### src/shifter_regs.vh
`ifndef SHIFTER_REGS_VH
`define SHIFTER_REGS_VH

// widths
`define SHIFTER_DATA_W        8
`define SHIFTER_CNT_W         4

// reset values
`define SHIFTER_DATA_RST      8'h00
`define SHIFTER_CNT_RST       4'h0
`define SHIFTER_CNT_MAX       4'hF
`define SHIFTER_PIN_IDLE      1'b1

// wire mode select
`define SHIFTER_WM_OFF        2'b00
`define SHIFTER_WM_THREE      2'b01
`define SHIFTER_WM_TWO        2'b10
`define SHIFTER_WM_TWO_HOLD   2'b11

// clock source select
`define SHIFTER_CS_SOFT       2'b00
`define SHIFTER_CS_TIMER      2'b01
`define SHIFTER_CS_EXT        2'b10
`define SHIFTER_CS_EXT_ALT    2'b11

// serial clock limits as system clock divisors
`define SHIFTER_TW_DIV        16
`define SHIFTER_3W_MST_DIV    2
`define SHIFTER_3W_SLV_DIV    4

// least half period in system clocks, derived from the divisors
`define SHIFTER_TW_HALF       (`SHIFTER_TW_DIV / 2)
`define SHIFTER_3W_MST_HALF   (`SHIFTER_3W_MST_DIV / 2)
`define SHIFTER_3W_SLV_HALF   (`SHIFTER_3W_SLV_DIV / 2)
`define SHIFTER_GAP_W         5

`endif

### src/sync_filter.v
`timescale 1ns/1ps
`default_nettype none

module sync_filter #(
  parameter RESET_LEVEL = 1'b1
) (
  // clock and reset
  input  wire clk,
  input  wire sys_rst,
  // pin side
  input  wire pin_in,
  // filtered side
  output reg  level,
  output reg  rise,
  output reg  fall
);

  reg s1_r;
  reg s2_r;
  reg s3_r;

  // s1_r feeds only s2_r; a change is accepted once s2_r and s3_r agree
  always @(posedge clk) begin
    if (sys_rst) begin
      s1_r  <= RESET_LEVEL;
      s2_r  <= RESET_LEVEL;
      s3_r  <= RESET_LEVEL;
      level <= RESET_LEVEL;
      rise  <= 1'b0;
      fall  <= 1'b0;
    end else begin
      s1_r <= pin_in;
      s2_r <= s1_r;
      s3_r <= s2_r;
      rise <= 1'b0;
      fall <= 1'b0;
      if (s2_r == s3_r && s3_r != level) begin
        level <= s3_r;
        rise  <= s3_r;
        fall  <= ~s3_r;
      end
    end
  end

endmodule // sync_filter

`default_nettype wire

### src/start_detect.v
`timescale 1ns/1ps
`default_nettype none

module start_detect (
  // clock and reset
  input  wire clk,
  input  wire sys_rst,
  // filtered bus lines
  input  wire enable,
  input  wire scl_level,
  input  wire sda_fall,
  // detection
  output reg  start_pulse
);

  // a start is the data line falling while the clock line is high
  always @(posedge clk) begin
    if (sys_rst) begin
      start_pulse <= 1'b0;
    end else begin
      start_pulse <= enable & scl_level & sda_fall;
    end
  end

endmodule // start_detect

`default_nettype wire

### src/universal_serial_shifter.v
`timescale 1ns/1ps
`default_nettype none
`include "shifter_regs.vh"

// What this block does
// - two-wire serial clock stays at or below one sixteenth of system clock.
// - three-wire clock up to half system clock as master, quarter as slave.
// - one 8-bit shift register, read and written directly, no receive buffer.
// - register MSB goes to the data-out pin or the two-wire data pin.
// - with external clock a latch holds the outgoing bit until the edge opposite sampling.
// - serial input is always taken from the data-input pin.
// - 4-bit counter, readable and writable, raises overflow request on wrap.
// - shift register and counter advance from the same clock source.
// - with external clock the counter counts both edges.
// - clock comes from the clock pin, timer zero overflow or software strobe.
// - two-wire mode detects a start condition and can request an interrupt.
// - two-wire mode holds clock low after start, and in hold mode also after counter overflow.
// - three-wire mode is SPI modes 0 and 1, no slave select.
// - eight serial clocks exchange the contents of two ringed registers.
// - an overflow flag marks transfer completion and can interrupt.
// - wakes from idle; in two-wire mode a start wakes from every sleep mode.
// - edge select 0 samples on rising, shifts out on falling; 1 swaps.
// - from zero, eight clock pulses (sixteen edges) overflow the counter.
module universal_serial_shifter #(
  parameter DATA_W = `SHIFTER_DATA_W,
  parameter CNT_W  = `SHIFTER_CNT_W
) (
  // clock and reset
  input  wire              clk,
  input  wire              sys_rst,
  // configuration
  input  wire [1:0]        wire_mode,
  input  wire [1:0]        clk_source,
  input  wire              external_edge_select,
  input  wire              master_mode,
  input  wire              start_int_en,
  input  wire              ovf_int_en,
  // software strobes
  input  wire              software_clock_strobe,
  input  wire              clock_toggle_strobe,
  input  wire              timer_zero_overflow,
  // shift data register access
  input  wire [DATA_W-1:0] data_wdata,
  input  wire              data_we,
  output reg  [DATA_W-1:0] shift_data_register,
  // counter access
  input  wire [CNT_W-1:0]  cnt_wdata,
  input  wire              cnt_we,
  output reg  [CNT_W-1:0]  bit_counter,
  // status flags and their clears
  output reg               ovf_flag,
  input  wire              ovf_clear,
  output reg               start_flag,
  input  wire              start_clear,
  output reg               rate_error,
  input  wire              rate_clear,
  // interrupt and wake requests
  output reg               ovf_irq,
  output reg               start_irq,
  output reg               wake_idle,
  output reg               wake_any_sleep,
  // port direction controls for the pins
  input  wire              data_out_drive,
  input  wire              clock_pin_drive,
  // serial pins
  input  wire              serial_data_input_pin,
  output reg               data_out_pin,
  input  wire              shifter_clock_pin,
  output reg               shifter_clock_out,
  output reg               shifter_clock_oe_n,
  output reg               sda_out,
  output reg               sda_oe_n
);

  wire              ck_level;
  wire              ck_rise;
  wire              ck_fall;
  wire              di_level;
  wire              di_rise;
  wire              di_fall;
  wire              start_pulse;

  wire              three_wire;
  wire              two_wire;
  wire              ext_sel;
  wire              int_tick;
  wire              sample_edge;
  wire              cnt_tick;
  wire              latch_open;
  wire              wrap;
  wire [`SHIFTER_GAP_W-1:0] min_half;

  reg  [DATA_W-1:0] data_nxt;
  reg  [CNT_W-1:0]  cnt_nxt;
  reg               out_latch_r;
  reg               clk_out_r;
  reg  [`SHIFTER_GAP_W-1:0] gap_r;
  reg               hold_low;

  // pin synchronisers, same depth so clock and data stay aligned
  sync_filter #(
    .RESET_LEVEL (`SHIFTER_PIN_IDLE)
  ) u_clk_sync (
    .clk     (clk),
    .sys_rst (sys_rst),
    .pin_in  (shifter_clock_pin),
    .level   (ck_level),
    .rise    (ck_rise),
    .fall    (ck_fall)
  );

  sync_filter #(
    .RESET_LEVEL (`SHIFTER_PIN_IDLE)
  ) u_data_sync (
    .clk     (clk),
    .sys_rst (sys_rst),
    .pin_in  (serial_data_input_pin),
    .level   (di_level),
    .rise    (di_rise),
    .fall    (di_fall)
  );

  start_detect u_start (
    .clk         (clk),
    .sys_rst     (sys_rst),
    .enable      (two_wire),
    .scl_level   (ck_level),
    .sda_fall    (di_fall),
    .start_pulse (start_pulse)
  );

  assign three_wire = (wire_mode == `SHIFTER_WM_THREE);
  assign two_wire   = wire_mode[1];
  assign ext_sel    = clk_source[1];

  // internal sources tick once per event
  assign int_tick = (clk_source == `SHIFTER_CS_TIMER) ? timer_zero_overflow :
                    software_clock_strobe;

  // sampling edge follows the edge select for the external source
  assign sample_edge = ext_sel ?
                       (external_edge_select ? ck_fall : ck_rise) :
                       int_tick;

  // counter sees both external edges, so one bit is two counts
  assign cnt_tick = ext_sel ? (ck_rise | ck_fall) : int_tick;

  assign wrap = cnt_tick & (bit_counter == `SHIFTER_CNT_MAX);

  // latch is open in the clock phase before the sampling edge
  assign latch_open = ext_sel ? (ck_level == external_edge_select) : 1'b1;

  // shift data register: a write wins over a shift in the same cycle
  always @* begin
    data_nxt = shift_data_register;
    if (data_we) begin
      data_nxt = data_wdata;
    end else if (sample_edge) begin
      data_nxt = {shift_data_register[DATA_W-2:0], di_level};
    end
  end

  // counter: a write wins over a tick; it wraps naturally at four bits
  always @* begin
    cnt_nxt = bit_counter;
    if (cnt_we) begin
      cnt_nxt = cnt_wdata;
    end else if (cnt_tick) begin
      cnt_nxt = bit_counter + {{(CNT_W-1){1'b0}}, 1'b1};
    end
  end

  always @(posedge clk) begin
    if (sys_rst) begin
      shift_data_register <= `SHIFTER_DATA_RST;
      bit_counter         <= `SHIFTER_CNT_RST;
    end else begin
      shift_data_register <= data_nxt;
      bit_counter         <= cnt_nxt;
    end
  end

  // output latch, follows the register msb only while open
  always @(posedge clk) begin
    if (sys_rst) begin
      out_latch_r <= 1'b0;
    end else if (latch_open) begin
      out_latch_r <= shift_data_register[DATA_W-1];
    end
  end

  // flags: a setting event wins over a clear in the same cycle
  always @(posedge clk) begin
    if (sys_rst) begin
      ovf_flag   <= 1'b0;
      start_flag <= 1'b0;
    end else begin
      if (wrap) begin
        ovf_flag <= 1'b1;
      end else if (ovf_clear) begin
        ovf_flag <= 1'b0;
      end
      if (start_pulse) begin
        start_flag <= 1'b1;
      end else if (start_clear) begin
        start_flag <= 1'b0;
      end
    end
  end

  // least half periods, cut to the gap counter width on purpose;
  // the counter saturates, so a slow or idle clock never reads as too fast
  localparam [31:0] TW_HALF_I  = `SHIFTER_TW_HALF;
  localparam [31:0] MST_HALF_I = `SHIFTER_3W_MST_HALF;
  localparam [31:0] SLV_HALF_I = `SHIFTER_3W_SLV_HALF;
  localparam [`SHIFTER_GAP_W-1:0] TW_HALF  = TW_HALF_I[`SHIFTER_GAP_W-1:0];
  localparam [`SHIFTER_GAP_W-1:0] MST_HALF = MST_HALF_I[`SHIFTER_GAP_W-1:0];
  localparam [`SHIFTER_GAP_W-1:0] SLV_HALF = SLV_HALF_I[`SHIFTER_GAP_W-1:0];
  localparam [`SHIFTER_GAP_W-1:0] GAP_ONE  = {{(`SHIFTER_GAP_W-1){1'b0}}, 1'b1};

  // serial clock rate watch; master three-wire needs only one cycle per half
  assign min_half = two_wire ? TW_HALF :
                    (master_mode ? MST_HALF : SLV_HALF);

  always @(posedge clk) begin
    if (sys_rst) begin
      gap_r      <= {`SHIFTER_GAP_W{1'b1}};
      rate_error <= 1'b0;
    end else begin
      if (ck_rise | ck_fall) begin
        gap_r <= {`SHIFTER_GAP_W{1'b0}};
      end else if (gap_r != {`SHIFTER_GAP_W{1'b1}}) begin
        gap_r <= gap_r + {{(`SHIFTER_GAP_W-1){1'b0}}, 1'b1};
      end
      // gap_r counts idle cycles, so the half period is gap_r plus one
      if (ext_sel && wire_mode != `SHIFTER_WM_OFF &&
          (ck_rise | ck_fall) && gap_r < min_half - GAP_ONE) begin
        rate_error <= 1'b1;
      end else if (rate_clear) begin
        rate_error <= 1'b0;
      end
    end
  end

  // wait states: clock held low while start is pending, or overflow in hold mode
  always @* begin
    hold_low = 1'b0;
    if (two_wire) begin
      hold_low = start_flag |
                 (ovf_flag & (wire_mode == `SHIFTER_WM_TWO_HOLD));
    end
  end

  // master clock output; the toggle strobe flips the driven level
  always @(posedge clk) begin
    if (sys_rst) begin
      clk_out_r <= `SHIFTER_PIN_IDLE;
    end else if (clock_toggle_strobe) begin
      clk_out_r <= ~clk_out_r;
    end
  end

  // pins and requests are registered so they change only on clock edges
  always @(posedge clk) begin
    if (sys_rst) begin
      data_out_pin       <= 1'b0;
      shifter_clock_out  <= `SHIFTER_PIN_IDLE;
      shifter_clock_oe_n <= 1'b1;
      sda_out            <= 1'b0;
      sda_oe_n           <= 1'b1;
      ovf_irq            <= 1'b0;
      start_irq          <= 1'b0;
      wake_idle          <= 1'b0;
      wake_any_sleep     <= 1'b0;
    end else begin
      // msb goes to data-out in three-wire mode, to the data line in two-wire mode
      data_out_pin <= three_wire ? out_latch_r : 1'b0;
      sda_out      <= 1'b0;
      sda_oe_n     <= ~(two_wire & data_out_drive & ~out_latch_r);
      if (two_wire) begin
        // open drain: only ever pulls low
        shifter_clock_out  <= 1'b0;
        shifter_clock_oe_n <= ~(hold_low | (clock_pin_drive & ~clk_out_r));
      end else begin
        shifter_clock_out  <= clk_out_r;
        shifter_clock_oe_n <= ~(three_wire & clock_pin_drive);
      end
      ovf_irq        <= ovf_flag & ovf_int_en;
      start_irq      <= start_flag & start_int_en;
      wake_idle      <= (ovf_flag & ovf_int_en) | (start_flag & start_int_en);
      wake_any_sleep <= two_wire & start_flag & start_int_en;
    end
  end

  // data output is for the other party's sampling; di rise is not used here
  wire unused_ok = di_rise;

endmodule // universal_serial_shifter

`default_nettype wire

### config.mk
export PLATFORM = sky130hd
export DESIGN_NAME = universal_serial_shifter
export DESIGN_NICKNAME = d
export VERILOG_FILES = /design/src/sync_filter.v /design/src/start_detect.v /design/src/universal_serial_shifter.v
export VERILOG_INCLUDE_DIRS = /design/src
export SDC_FILE = /design/constraint.sdc
export NUM_CORES = 1
export LEC_CHECK = 0
export ABC_AREA = 1
export BUFFER_PORTS_ARGS = -buffer_cell sky130_fd_sc_hd__buf_2
export CAP_MARGIN = 20
export CORE_MARGIN = 2
export CORE_UTILIZATION = 47
export CTS_BUF_LIST = sky130_fd_sc_hd__clkbuf_2
export DETAILED_ROUTE_END_ITERATION = 16
export PLACE_DENSITY = 0.77
export SYNTH_ARGS = -nofsm -noshare
export SYNTH_HDL_FRONTEND = slang
export SYNTH_SLANG_ARGS = --single-unit
### constraint.sdc
create_clock -name clk -period 1.34 [get_ports clk]
set_clock_uncertainty 0.15 [all_clocks]
set_input_delay 0.067 -clock clk [delete_from_list [all_inputs] [get_ports clk]]
set_output_delay 0.067 -clock clk [all_outputs]
set_load 0.02 [all_outputs]
== Word-level counts from Yosys, hierarchy flattened ==
Index checks and enable logic that the tools add are counted.
Word-level totals
  flip-flop bits (word level): 42
  output and inout bits: 24
  word-level logic and storage cells: 105
Operators by class
  add/subtract/negate cells: 3
  magnitude comparators: 1
  equality and inequality tests: 10
  multiplexer cells: 22
  bitwise operators: 26
  reduce and logical (&&, ||, !) cells: 15
Operators with widths (count)
  8-bit two-way mux: 2
  1-bit two-way mux: 14
  2-bit nonzero test: 7
  1-bit bitwise AND: 12
  4-bit two-way mux: 3
  5-bit two-way mux: 2
  1-bit NOT: 10
  2-bit OR reduction: 3
  5-bit by 1-bit adder with 5-bit output (second input constant): 1
  1-bit logical AND: 5
  5-bit less-than comparator: 1
  5-bit != test (second input constant): 1
  4-bit by 1-bit subtractor with 5-bit output (second input constant): 1
  4-bit by 1-bit adder with 4-bit output (second input constant): 1
  2-bit by 1-bit == test with 1-bit output (second input constant): 2
  4-bit == test (second input constant): 1
  1-bit bitwise OR: 4
  1-bit == test: 3
  2-bit == test (second input constant): 1
  2-bit two-way mux: 1
  1-bit != test: 2

== Depth between registers and ports, before layout ==
Gate-level depths: netlist of the first run.
  depth after elaboration: 7
  mapped depth: 9
  depth with buffers taken out: 9

== Hierarchy ==
From an unflattened synthesis of the first run, not the netlist that was laid out.
Unflattened totals
  cell total of the unflattened synthesis: 249
  area, all modules: 1924.3 um^2
By module, submodules not included
  universal_serial_shifter: instances 1, cells each 208, area an instance 1516.5 um^2, seq. area each 600.6 um^2
  sync_filter: instances 2, cells each 18, area an instance 185.2 um^2, seq. area each 120.1 um^2
  start_detect: instances 1, cells each 5, area an instance 37.5 um^2, seq. area each 20.0 um^2

== Worst setup path after synthesis of the first run ==
No wires, ideal clock.
  path kind: reg2reg
  start point: register gap_r[0]
  end point: register gap_r[3]
  setup time: 0.119 ns
  data arrival time: 1.196 ns
  slack: -0.125 ns
  stages on the path, launching flop included: 9
  buffers on the path: 0
  clock period less this slack: 1.465 ns
  path through: dfxtp_1 > ha_1 > inv_1 > nor3_1 > ha_1 > nor2_1 > nand3_1 > o21ai_0 > nand2_1
Between the ends
  cells in the longest elaborated chain, start to end: 3
  elaborated cells on any way between the ends: 5
  those cells by class: add/sub (1); eq/ne (1); mux (2); reduce/logical (1)
Ends and longest elaborated chain
  start: declaration: RTL line universal_serial_shifter.v:97  | reg [`SHIFTER_GAP_W-1:0] gap_r;
  start signal: assignment: RTL line universal_serial_shifter.v:227  | gap_r <= {`SHIFTER_GAP_W{1'b1}};
  start signal: assignment: RTL line universal_serial_shifter.v:231  | gap_r <= {`SHIFTER_GAP_W{1'b0}};
  start signal: assignment: RTL line universal_serial_shifter.v:233  | gap_r <= gap_r + {{(`SHIFTER_GAP_W-1){1'b0}}, 1'b1};
  5-bit by 1-bit adder with 5-bit output: RTL line universal_serial_shifter.v:233
  5-bit two-way mux: RTL line universal_serial_shifter.v:232  | end else if (gap_r != {`SHIFTER_GAP_W{1'b1}}) begin
  5-bit two-way mux: RTL line universal_serial_shifter.v:230  | if (ck_rise | ck_fall) begin
Several ways; a longest one is shown, not always the timed one. The select of a mux whose other input is x is not followed.
A chain may end at the register's enable or synchronous reset.

== Final worst setup path of the first run ==
  start point: register gap_r[1]
  end point: register gap_r[3]
The elaborated chain is that of the path after synthesis.

==> flow_metrics.env, run 1 <==
export IMPL_initial_utilization_pct=49.73
export IMPL_final_cell_mix="56 x buf_2, 48 x nand2_1, 45 x dlygate4sd3_1, 37 x dfxtp_1, 36 x nor2_1"
export IMPL_die_area_sq_mm=0.004481
export IMPL_drive_gt1_share_pct=31.01
export IMPL_largest_reg_flops=8
export IMPL_ys_seq_elements=42
export IMPL_die_w_microns=66.94
export IMPL_netlist_area_sq_mm=0.001862
export IMPL_synth_compound_area_share_pct=8.602
export IMPL_grt_pass1_wl_mm=7.879
export IMPL_min_period_ns=1.601
export IMPL_clk_path_buf_depth=2
export IMPL_syn_inst=242
export IMPL_crit_path_max_fanout=3
export IMPL_grtUsageTotal_pct=23.59
export IMPL_vias=2098
export IMPL_ys_types=26
export IMPL_p_leak_nw=1.460
export IMPL_place_hpwl_mm=2.952
export IMPL_grt_max_degree=21
export IMPL_clk_latency_ns=0.41
export IMPL_yosysSeqAreaShare_pct=45.16
export IMPL_area_growth_pct=55.11
export IMPL_multiInputGateArea_sq_um=967.2
export IMPL_wl_per_cell_microns=14.70
export IMPL_crit_arrival_ns=1.82
export IMPL_register_area_sq_um=849.6
export IMPL_period_share_pct=119.5
export IMPL_reg_top3="shift_data_register x8, gap_r x5, bit_counter x4"
export IMPL_n_antenna_cell=0
export IMPL_avgSynthCellArea_sq_um=7.693
export IMPL_rows=22
export IMPL_portBuffers=56
export IMPL_synthXorXnorAreaFrac_pct=0.4704
export IMPL_grt_busiest_layer="met2"
export IMPL_fin_ws_ns=-0.2612
export IMPL_io_pins=58
export IMPL_antenna_found_initial=0
export IMPL_gp_congestion=0.8734
export IMPL_layout_commonest_cell="buf_2"
export IMPL_hold_viol=0
export IMPL_synth_top_family_by_area="simple AND/OR/NAND/NOR gates"
export IMPL_violations="negative setup slack"
export IMPL_use_met1_pct=25.96
export IMPL_p_per_area_mw_per_mm2=1309
export IMPL_post_layout_total_power_mw=3.779
export IMPL_cts_sinks=42
export IMPL_rsz0062_at_grt="true"
export IMPL_core_area_sq_mm=0.003744
export IMPL_ys_warn_count=0
export IMPL_die_height_microns=66.94
export IMPL_cp_start_kind="flop"
export IMPL_cts_reportedPaths_clkPinSlew_ns=0.21
export IMPL_grt_overflow_total=0
export IMPL_grt_met2_usage_pct=42.50
export IMPL_end_kind="flop"
export IMPL_whs_ns=0.01145
export IMPL_grt_pass1_vias=1869
export IMPL_run_status="finished, violations left"
export IMPL_htreeDepth=2
export IMPL_drc=0
export IMPL_drt_pass1_iter_count=4
export IMPL_numCtsBuffers=5
export IMPL_antenna_left=0
export IMPL_worstSetupPathType="reg -> reg"
export IMPL_synth_nets=284
export IMPL_cts_tree="yes"
export IMPL_vdd_drop_max_v=0.0007499
export IMPL_fillers=243
export IMPL_yosys_area_share_adder_pct=5.376
export IMPL_drv_cap=0
export IMPL_crit_required_ns=1.56
export IMPL_drtIter0Drc=182
export IMPL_cts_root_buf="clkbuf_2"
export IMPL_via_per_inst=5.167
export IMPL_finalSetupViolCount=5
export IMPL_grt_util_met3_pct=5.743
export IMPL_hp_class="in -> reg"
export IMPL_drv_slew=0
export IMPL_synthMuxAreaShare_pct=3.763
export IMPL_postRouteWirelength_mm=5.967
export IMPL_fmax_ghz=0.6245
export IMPL_final_nets=399
export IMPL_synth_simple_gate_area_share_pct=27.35
export IMPL_largest_register="shift_data_register"
## kinds of logic (layout without fill, tap and decap cells)
logic type | after synthesis | count (layout)
mux | 7 | 7
flops | 42 | 42
simple gates | 117 | 118
compound gates | 30 | 30
fa+ha+maj | 8 | 8
buf+inv | 36 | 151
other cells | 1 | 1
xor+xnor | 1 | 1
## final timing paths
check / endpoint / depth (start not counted) / from / slack (ns)
hold / removal: shifter_clock_oe_n$_SDFF_PP1_ / 5 / wire_mode[1] / 0.01
hold reg to reg: u_data_sync.s2_r$_SDFF_PP1_ / 1 / u_data_sync.s1_r$_SDFF_PP1_ / 0.30
setup reg to reg: gap_r[3]$_SDFFE_PP1P_ / 9 / gap_r[1]$_SDFFE_PP1P_ / -0.26
setup / recovery: gap_r[3]$_SDFFE_PP1P_ / 9 / gap_r[1]$_SDFFE_PP1P_ / -0.26
## what timing repair did
item                                    in CTS  in global routing
gates cloned                                 0                  1
gates resized for setup                      7                 15
endpoints found under the hold margin       39                 12
setup buffers                                0                  4
pin swaps                                    2                  5
hold buffers                                36                 11
endpoints found under the setup margin       6                 20
## cell type report
type	instances	area share, %
inverter	28	3.813
clock inverter	1	1.040
multi-input combinational	165	33.49
sequential	42	29.42
tap	48	2.080
timing repair buffer	115	28.94
clock buffer	7	1.213
## synth_stat cells
cell	n	share of area (%)
ha_1	8	5.4
inv_1	26	5.2
nor2_2	1	0.34
nand4_1	6	2.0
nor3_1	3	0.81
mux2i_1	7	3.8
nor3_2	1	0.54
o31ai_1	2	0.81
buf_2	1	0.27
nand2_1	48	9.7
o211ai_1	1	0.40
or2_2	6	2.0
nand3_2	2	1.1
inv_2	2	0.40
o21a_1	1	0.40
dfxtp_1	42	45
conb_1	1	0.20
nand3_1	12	3.2
a21oi_1	16	4.3
clkbuf_8	1	0.74
buf_6	2	1.2
o21ai_0	10	2.7
xnor2_1	1	0.47
buf_4	2	0.81
nor2_1	38	7.7
clkbuf_1	2	0.40
## stage by stage
step | instance area [sq um] | setup TNS [ns] | utilization, % | std cells | setup WS [ns]
2_1_floorplan | 1887 | -0.05821 | - | 242 | -0.02647
3_3_place_gp | 2238 | -0.3039 | 59.79 | 348 | -0.06811
3_5_place_dp | 2238 | -0.6059 | 59.79 | 348 | -0.1403
4_1_cts | 2688 | -0.5369 | 71.79 | 392 | -0.1378
5_1_grt | 2888 | -1.478 | 77.14 | 406 | -0.3247
6_report | 2888 | -0.7671 | 77.14 | 406 | -0.2612
## power breakdown
| group | switching (mW) | leakage (nW) | internal (mW) |
|---|---|---|---|
| registers | 0.110 | 0.346 | 1.39 |
| clock network | 0.406 | 0.0432 | 0.332 |
| logic | 0.813 | 1.07 | 0.732 |
## routing by layer
layer	vias to the layer above	share of wire (%)
met5	-	0
met4	0	3.5
met3	23	7.5
met2	105	51
met1	959	38
li1	1011	-
## worst max-delay path: stages (launching register included)
cell and delay, ns:
dfxtp_2 0.39, ha_4 0.17, inv_4 0.06, nor3_4 0.04
ha_4 0.18, nor2_4 0.10, nand3_2 0.10, a21oi_2 0.18
o21ai_1 0.11, nand2_1 0.06
No activity file was read; power rests on OpenSTA's default activity.
==> run 2, diff against run 1 <==
--- a/config.mk
+++ b/config.mk
@@ -10,10 +10,11 @@
 export BUFFER_PORTS_ARGS = -buffer_cell sky130_fd_sc_hd__buf_2
 export CAP_MARGIN = 20
 export CORE_MARGIN = 2
-export CORE_UTILIZATION = 47
+export CORE_UTILIZATION = 48
 export CTS_BUF_LIST = sky130_fd_sc_hd__clkbuf_2
 export DETAILED_ROUTE_END_ITERATION = 16
-export PLACE_DENSITY = 0.77
+export PLACE_DENSITY = 0.78
 export SYNTH_ARGS = -nofsm -noshare
 export SYNTH_HDL_FRONTEND = slang
+export SYNTH_HIERARCHICAL = 1
 export SYNTH_SLANG_ARGS = --single-unit
==> run 2 against run 1 <==
The run still ends with negative setup slack left. Clock power up 27%. Synthesized cell count grew 1.7%. Worst hold slack gained 0.017 ns. Utilization fell by 1.5 points. Sequential cell count stayed put. First-iteration DRC count fell by 24%. Global-route usage fell by 1.5 points. Power is 3.1% lower. Non-clock buffer count decreased by 14. Design area decreased by 2.6%.
==> flow_metrics.env, run 2 <==
export IMPL_whs_ns=0.02814
export IMPL_drive_gt1_share_pct=30.95
export IMPL_largest_reg_flops=8
export IMPL_postRouteWirelength_mm=4.781
export IMPL_r2r_end="gap_r[3]$_SDFFE_PP1P_"
export IMPL_portBuffers=56
export IMPL_hp_class="in -> reg"
export IMPL_end_kind="flop"
export IMPL_area_growth_pct=48.32
export IMPL_p_leak_nw=1.405
export IMPL_drt_pass1_iter_count=5
export IMPL_largest_register="shift_data_register"
export IMPL_ys_warn_count=6
export IMPL_fmax_ghz=0.6958
export IMPL_antenna_left=0
export IMPL_initial_utilization_pct=51.01
export IMPL_cts_sinks=42
export IMPL_core_area_sq_mm=0.003716
export IMPL_synth_nets=288
export IMPL_n_antenna_cell=0
export IMPL_min_period_ns=1.437
export IMPL_vias=1938
export IMPL_netlist_area_sq_mm=0.001896
export IMPL_gp_congestion=0.8631
export IMPL_tns_ns=-0.2105
export IMPL_startpoint="gap_r[1]$_SDFFE_PP1P_"
export IMPL_register_area_sq_um=850.8
export IMPL_hold_viol=0
export IMPL_htreeDepth=2
export IMPL_grt_pass1_vias=1777
export IMPL_place_area_sq_mm=0.002267
export IMPL_cts_tree="yes"
export IMPL_crit_arrival_ns=1.66
export IMPL_die_height_microns=66.84
export IMPL_cts_root_buf="clkbuf_2"
export IMPL_worstSetupPathType="reg -> reg"
export IMPL_final_util_pct=75.66
export IMPL_r2r_start="gap_r[1]$_SDFFE_PP1P_"
export IMPL_post_layout_total_power_mw=3.662
export IMPL_grt_pass1_wl_mm=7.417
export IMPL_clk_path_buf_depth=2
export IMPL_die_w_microns=66.84
export IMPL_stdcell_area_sq_mm=0.002811
export IMPL_wl_per_cell_microns=12.04
export IMPL_final_cell_mix="55 x buf_2, 51 x nand2_1, 36 x dlygate4sd3_1, 34 x dfxtp_1, 32 x nor2_1"
export IMPL_antenna_found_initial=0
export IMPL_cts_reportedPaths_clkPinSlew_ns=0.20
export IMPL_rsz0062_at_grt="true"
export IMPL_r2r_slack_ns=-0.1
export IMPL_place_hpwl_mm=2.862
export IMPL_drv_cap=0
export IMPL_drtIter0Drc=139
export IMPL_io_pins=58
export IMPL_p_per_area_mw_per_mm2=1303
export IMPL_reg_top3="shift_data_register x8, gap_r x5, bit_counter x4"
export IMPL_syn_inst=246
export IMPL_grt_max_degree=17
export IMPL_layout_commonest_cell="buf_2"
export IMPL_period_share_pct=107.3
export IMPL_crit_required_ns=1.56
export IMPL_fin_cells=397
export IMPL_max_stage_delay_ns=0.38
export IMPL_cts_setup_buffers=0
export IMPL_crit_path_max_fanout=3
export IMPL_via_per_inst=4.882
export IMPL_drc=0
export IMPL_crit_chain="ha_4 > nand2_4 > nor2_4 > ha_4 > nor2_4 > nand3_2 > a21oi_2 > o21ai_1 > nand2_1"
export IMPL_rows=22
export IMPL_place_ws_ns=-0.1431
export IMPL_grtUsageTotal_pct=22.10
export IMPL_drv_slew=0
export IMPL_run_status="finished, violations left"
export IMPL_grt_overflow_total=0
export IMPL_reg2reg_depth=9
export IMPL_final_nets=390
export IMPL_avgSynthCellArea_sq_um=7.706
export IMPL_fillers=267
export IMPL_die_area_sq_mm=0.004468
export IMPL_clk_latency_ns=0.40
export IMPL_place_inst=352
export IMPL_violations="negative setup slack"
export IMPL_critPathSlowestCell="dfxtp_2"
export IMPL_endpoint="gap_r[3]$_SDFFE_PP1P_"
export IMPL_vdd_drop_max_v=0.001263
export IMPL_numCtsBuffers=5
export IMPL_finalSetupViolCount=6
export IMPL_cp_start_kind="flop"
export IMPL_fin_ws_ns=-0.09720
export IMPL_multiInputGateArea_sq_um=998.5
==> run 2: cell types whose count changed in the layout (fill, tap and decap cells not counted), sizes merged, moves of 2 or more <==
cell	delta
nand3	+5
buf	-5
a21oi	-5
inv	-3
or2	+2
nand4	-3
nand2	+7
clkbuf	-2
dlygate4sd3	-9
==> run 2: power breakdown <==
part	leakage, nW	total [mW]	switching (mW)	internal [mW]
logic	1.01	1.22	0.628	0.590
clock network	0.0532	0.935	0.429	0.506
registers	0.346	1.51	0.119	1.39
total	1.40	3.66	1.18	2.49
==> run 2: what timing repair did <==
action,CTS,global route
hold buffers,39,1
gates resized for setup,3,21
endpoints found under the setup margin,6,22
gates cloned,0,1
hold endpoints to repair,36,2
pin swaps,5,1
==> run 2: critical path, delay by kind of cell (launching register included) <==
family,cells,cell delay (ns)
simple gates,5,0.34
flops,1,0.38
fa+ha+maj,2,0.34
compound gates,2,0.19
==> run 2: area by class of cell <==
| type | instances | share of cell area, % |
|---|---|---|
| multi-input combinational | 173 | 35.51 |
| sequential | 42 | 30.26 |
| timing repair buffer | 101 | 25.41 |
| inverter | 25 | 3.338 |
| clock inverter | 3 | 2.448 |
| tap | 48 | 2.136 |
| clock buffer | 5 | 0.8901 |
==> run 2: how the worst min path moves through the flow <==
stage | from | end | slack [ns] | cells past startpoint
2_1_floorplan | sys_rst | u_clk_sync/rise$_SDFF_PP0_ | -0.007 | 1
3_3_place_gp | shifter_clock_pin | u_clk_sync/s1_r$_SDFF_PP1_ | 0.1 | 2
3_5_place_dp | shifter_clock_pin | u_clk_sync/s1_r$_SDFF_PP1_ | 0.11 | 2
4_1_cts | software_clock_strobe | bit_counter[0]$_SDFFE_PP0P_ | 0.008 | 6
5_1_grt | data_we | shift_data_register[1]$_SDFFE_PP0P_ | 0.01 | 5
6_report | data_we | shift_data_register[1]$_SDFFE_PP0P_ | 0.03 | 5
==> run 2: per-layer routing <==
| layer | part of all wire [%] | routed length, microns | vias to the layer above | GRT usage, % |
|---|---|---|---|---|
| li1 | - | - | 992 | - |
| met1 | 42 | 1999 | 857 | 24.24 |
| met2 | 50 | 2398 | 79 | 41.75 |
| met3 | 6.3 | 303 | 10 | 5.236 |
| met4 | 1.7 | 79 | 0 | 6.378 |
| met5 | 0 | 0 | - | 0 |
==> run 3, diff against run 2 <==
==> constraint.sdc (replaced) <==
create_clock -name clk -period 1.3 [get_ports clk]
set_clock_uncertainty 0.15 [all_clocks]
set_input_delay 0.065 -clock clk [delete_from_list [all_inputs] [get_ports clk]]
set_output_delay 0.065 -clock clk [all_outputs]
set_load 0.02 [all_outputs]
==> run 3 against run 2 <==
The flow still finishes with violations (negative setup slack). Design area grew 1.9%. Die area is the same. Utilization grew 1.4 points. Critical path depth is the same. Largest cell class unchanged. Clock power shrank 42%. Clock-buffer cell count is the same. Combinational power grew 30%. Routed wire length grew 4.1%. Critical endpoint unchanged. Global-route usage grew 2.1 points. Sequential power grew 3%.
==> flow_metrics.env, run 3 (same netlist as run 2, synthesis figures left out) <==
export IMPL_p_leak_nw=1.398
export IMPL_grtUsageTotal_pct=24.23
export IMPL_cts_reportedPaths_clkPinSlew_ns=0.20
export IMPL_die_height_microns=66.84
export IMPL_final_nets=394
export IMPL_die_area_sq_mm=0.004468
export IMPL_postRouteWirelength_mm=4.975
export IMPL_clk_path_buf_depth=2
export IMPL_rows=22
export IMPL_antenna_left=0
export IMPL_critical_path_top_delay_family="flip-flops"
export IMPL_drive_gt1_share_pct=34.84
export IMPL_min_period_ns=1.420
export IMPL_core_area_sq_mm=0.003716
export IMPL_power_frac_comb_pct=43.2
export IMPL_gp_congestion=0.7971
export IMPL_layout_commonest_cell="buf_2"
export IMPL_clock_power_share_pct=14.6
export IMPL_die_w_microns=66.84
export IMPL_cts_root_buf="clkbuf_2"
export IMPL_grt_pass1_vias=1910
export IMPL_initial_utilization_pct=51.01
export IMPL_final_cell_mix="56 x buf_2, 50 x nand2_1, 35 x dlygate4sd3_1, 31 x nor2_1, 31 x dfxtp_1"
export IMPL_finalSetupViolCount=8
export IMPL_area_growth_pct=51.09
export IMPL_netSwitchingPower_mw=1.345
export IMPL_worstSetupPathType="reg -> reg"
export IMPL_intPower_mw=2.335
export IMPL_drv_slew=0
export IMPL_use_met1_pct=25.03
export IMPL_grt_pass1_wl_mm=8.045
export IMPL_run_status="finished, violations left"
export IMPL_cts_tree="yes"
export IMPL_grt_overflow_total=0
export IMPL_grt_met2_usage_pct=45.25
export IMPL_p_per_area_mw_per_mm2=1285
export IMPL_numCtsBuffers=5
export IMPL_crit_buf_inv=0
export IMPL_vdd_drop_max_v=0.0007554
export IMPL_clk_latency_ns=0.40
export IMPL_end_kind="flop"
export IMPL_place_inst=355
export IMPL_io_pins=58
export IMPL_hold_viol=0
export IMPL_drtIter0Drc=82
export IMPL_crit_required_ns=1.51
export IMPL_grt_max_degree=17
export IMPL_place_hpwl_mm=2.938
export IMPL_antenna_found_initial=0
export IMPL_violations="negative setup slack"
export IMPL_wl_per_cell_microns=12.41
export IMPL_crit_chain="ha_4 > nand2_4 > nor2_4 > ha_4 > nor2_4 > nand3_2 > a21oi_2 > o21ai_1 > nand2_1"
export IMPL_crit_arrival_ns=1.63
export IMPL_htreeDepth=2
export IMPL_grt_busiest_layer="met2"
export IMPL_grt_util_met3_pct=7.601
export IMPL_largest_reg_flops=8
export IMPL_portBuffers=56
export IMPL_cts_sinks=42
export IMPL_hp_class="in -> reg"
export IMPL_period_share_pct=109.2
export IMPL_n_antenna_cell=0
export IMPL_power_frac_seq_pct=42.2
export IMPL_fin_cells=401
export IMPL_rsz0062_at_grt="true"
export IMPL_crit_path_max_fanout=3
export IMPL_max_stage_delay_ns=0.38
export IMPL_whs_ns=0.05816
export IMPL_critPathSlowestCell="dfxtp_2"
export IMPL_largest_register="shift_data_register"
export IMPL_via_per_inst=4.865
export IMPL_fmax_ghz=0.7042
export IMPL_drc=0
export IMPL_drt_pass1_iter_count=4
export IMPL_fin_ws_ns=-0.1201
export IMPL_vias=1951
export IMPL_p_sw_share_pct=36.55
export IMPL_reg_top3="shift_data_register x8, gap_r x5, bit_counter x4"
export IMPL_place_ws_ns=-0.1655
export IMPL_drv_cap=0
export IMPL_final_util_pct=77.07
export IMPL_cp_start_kind="flop"
[run 3: changes by cell type in the layout (fill, tap and decap cells not counted), sizes merged]
cell         before  now
buf              65   70
bufinv            2    0
clkinv            1    2
clkinvlp          0    2
dlygate4sd3      36   35
inv              25   24
[run 3: path summary, 6_finish.rpt]
| path | slack (ns) | depth (start not counted) | start | endpoint |
|---|---|---|---|---|
| worst max-delay path | -0.12 | 9 | gap_r[0]$_SDFFE_PP1P_ | gap_r[3]$_SDFFE_PP1P_ |
| worst min register to register | 0.29 | 2 | u_data_sync/fall$_SDFF_PP0_ | u_start/start_pulse$_SDFF_PP0_ |
| worst max register to register | -0.12 | 9 | gap_r[0]$_SDFFE_PP1P_ | gap_r[3]$_SDFFE_PP1P_ |
| worst min-delay path | 0.06 | 6 | timer_zero_overflow | bit_counter[0]$_SDFFE_PP0P_ |
[run 3: power by group through the flow]
stage | Clock [mW] | Combinational (mW) | Sequential, mW
final | 0.539 | 1.59 | 1.55
after global routing | 0.622 | 1.77 | 1.57
after CTS | 0.558 | 1.37 | 1.55
after detailed placement | 0 | 1.06 | 1.56
after global placement | 0 | 1.04 | 1.55
after floorplan | 0 | 0.675 | 1.60
[run 3: area by class of cell]
cell class / instances / area, sq um
Tap cell: 48 / 60.06
Clock buffer: 5 / 25.02
Clock inverter: 3 / 16.27
Timing Repair Buffer: 105 / 735.7
Inverter: 25 / 102.6
Sequential cell: 42 / 859.6
Multi-Input combinational cell: 173 / 1065
Fill cell: 282 / 852.1
[run 3: layer usage]
metal,vias up,part of all wire (%)
met1,890,41
li1,1000,-
met5,-,0
met4,0,1.3
met2,53,53
met3,8,4.4
[run 3: worst min-delay path, stage by stage]
cell and delay (ns):
buf_2 0.08, inv_1 0.03, nand2_1 0.09, nand3_4 0.14
nand4_1 0.11, a21oi_1 0.06
[run 3: per-stage QoR]
| step | total power, mW | setup TNS [ns] | cell area, sq um |
|---|---|---|---|
| after floorplan | 2.271 | -0.1449 | 1938 |
| after global placement | 2.597 | -0.4575 | 2322 |
| after detailed placement | 2.620 | -0.6811 | 2322 |
| after CTS | 3.472 | -0.2822 | 2781 |
| after global routing | 3.957 | -1.125 | 2864 |
| final | 3.681 | -0.4213 | 2864 |
[run 3: what timing repair did]
item / in CTS / in global routing
setup endpoints to repair: 6 / 21
gates resized for setup: 12 / 21
endpoints found under the hold margin: 37 / 1
pin swaps: 6 / 4
buffers inserted: 2 / 0
gates cloned: 0 / 1
hold buffers: 34 / 1
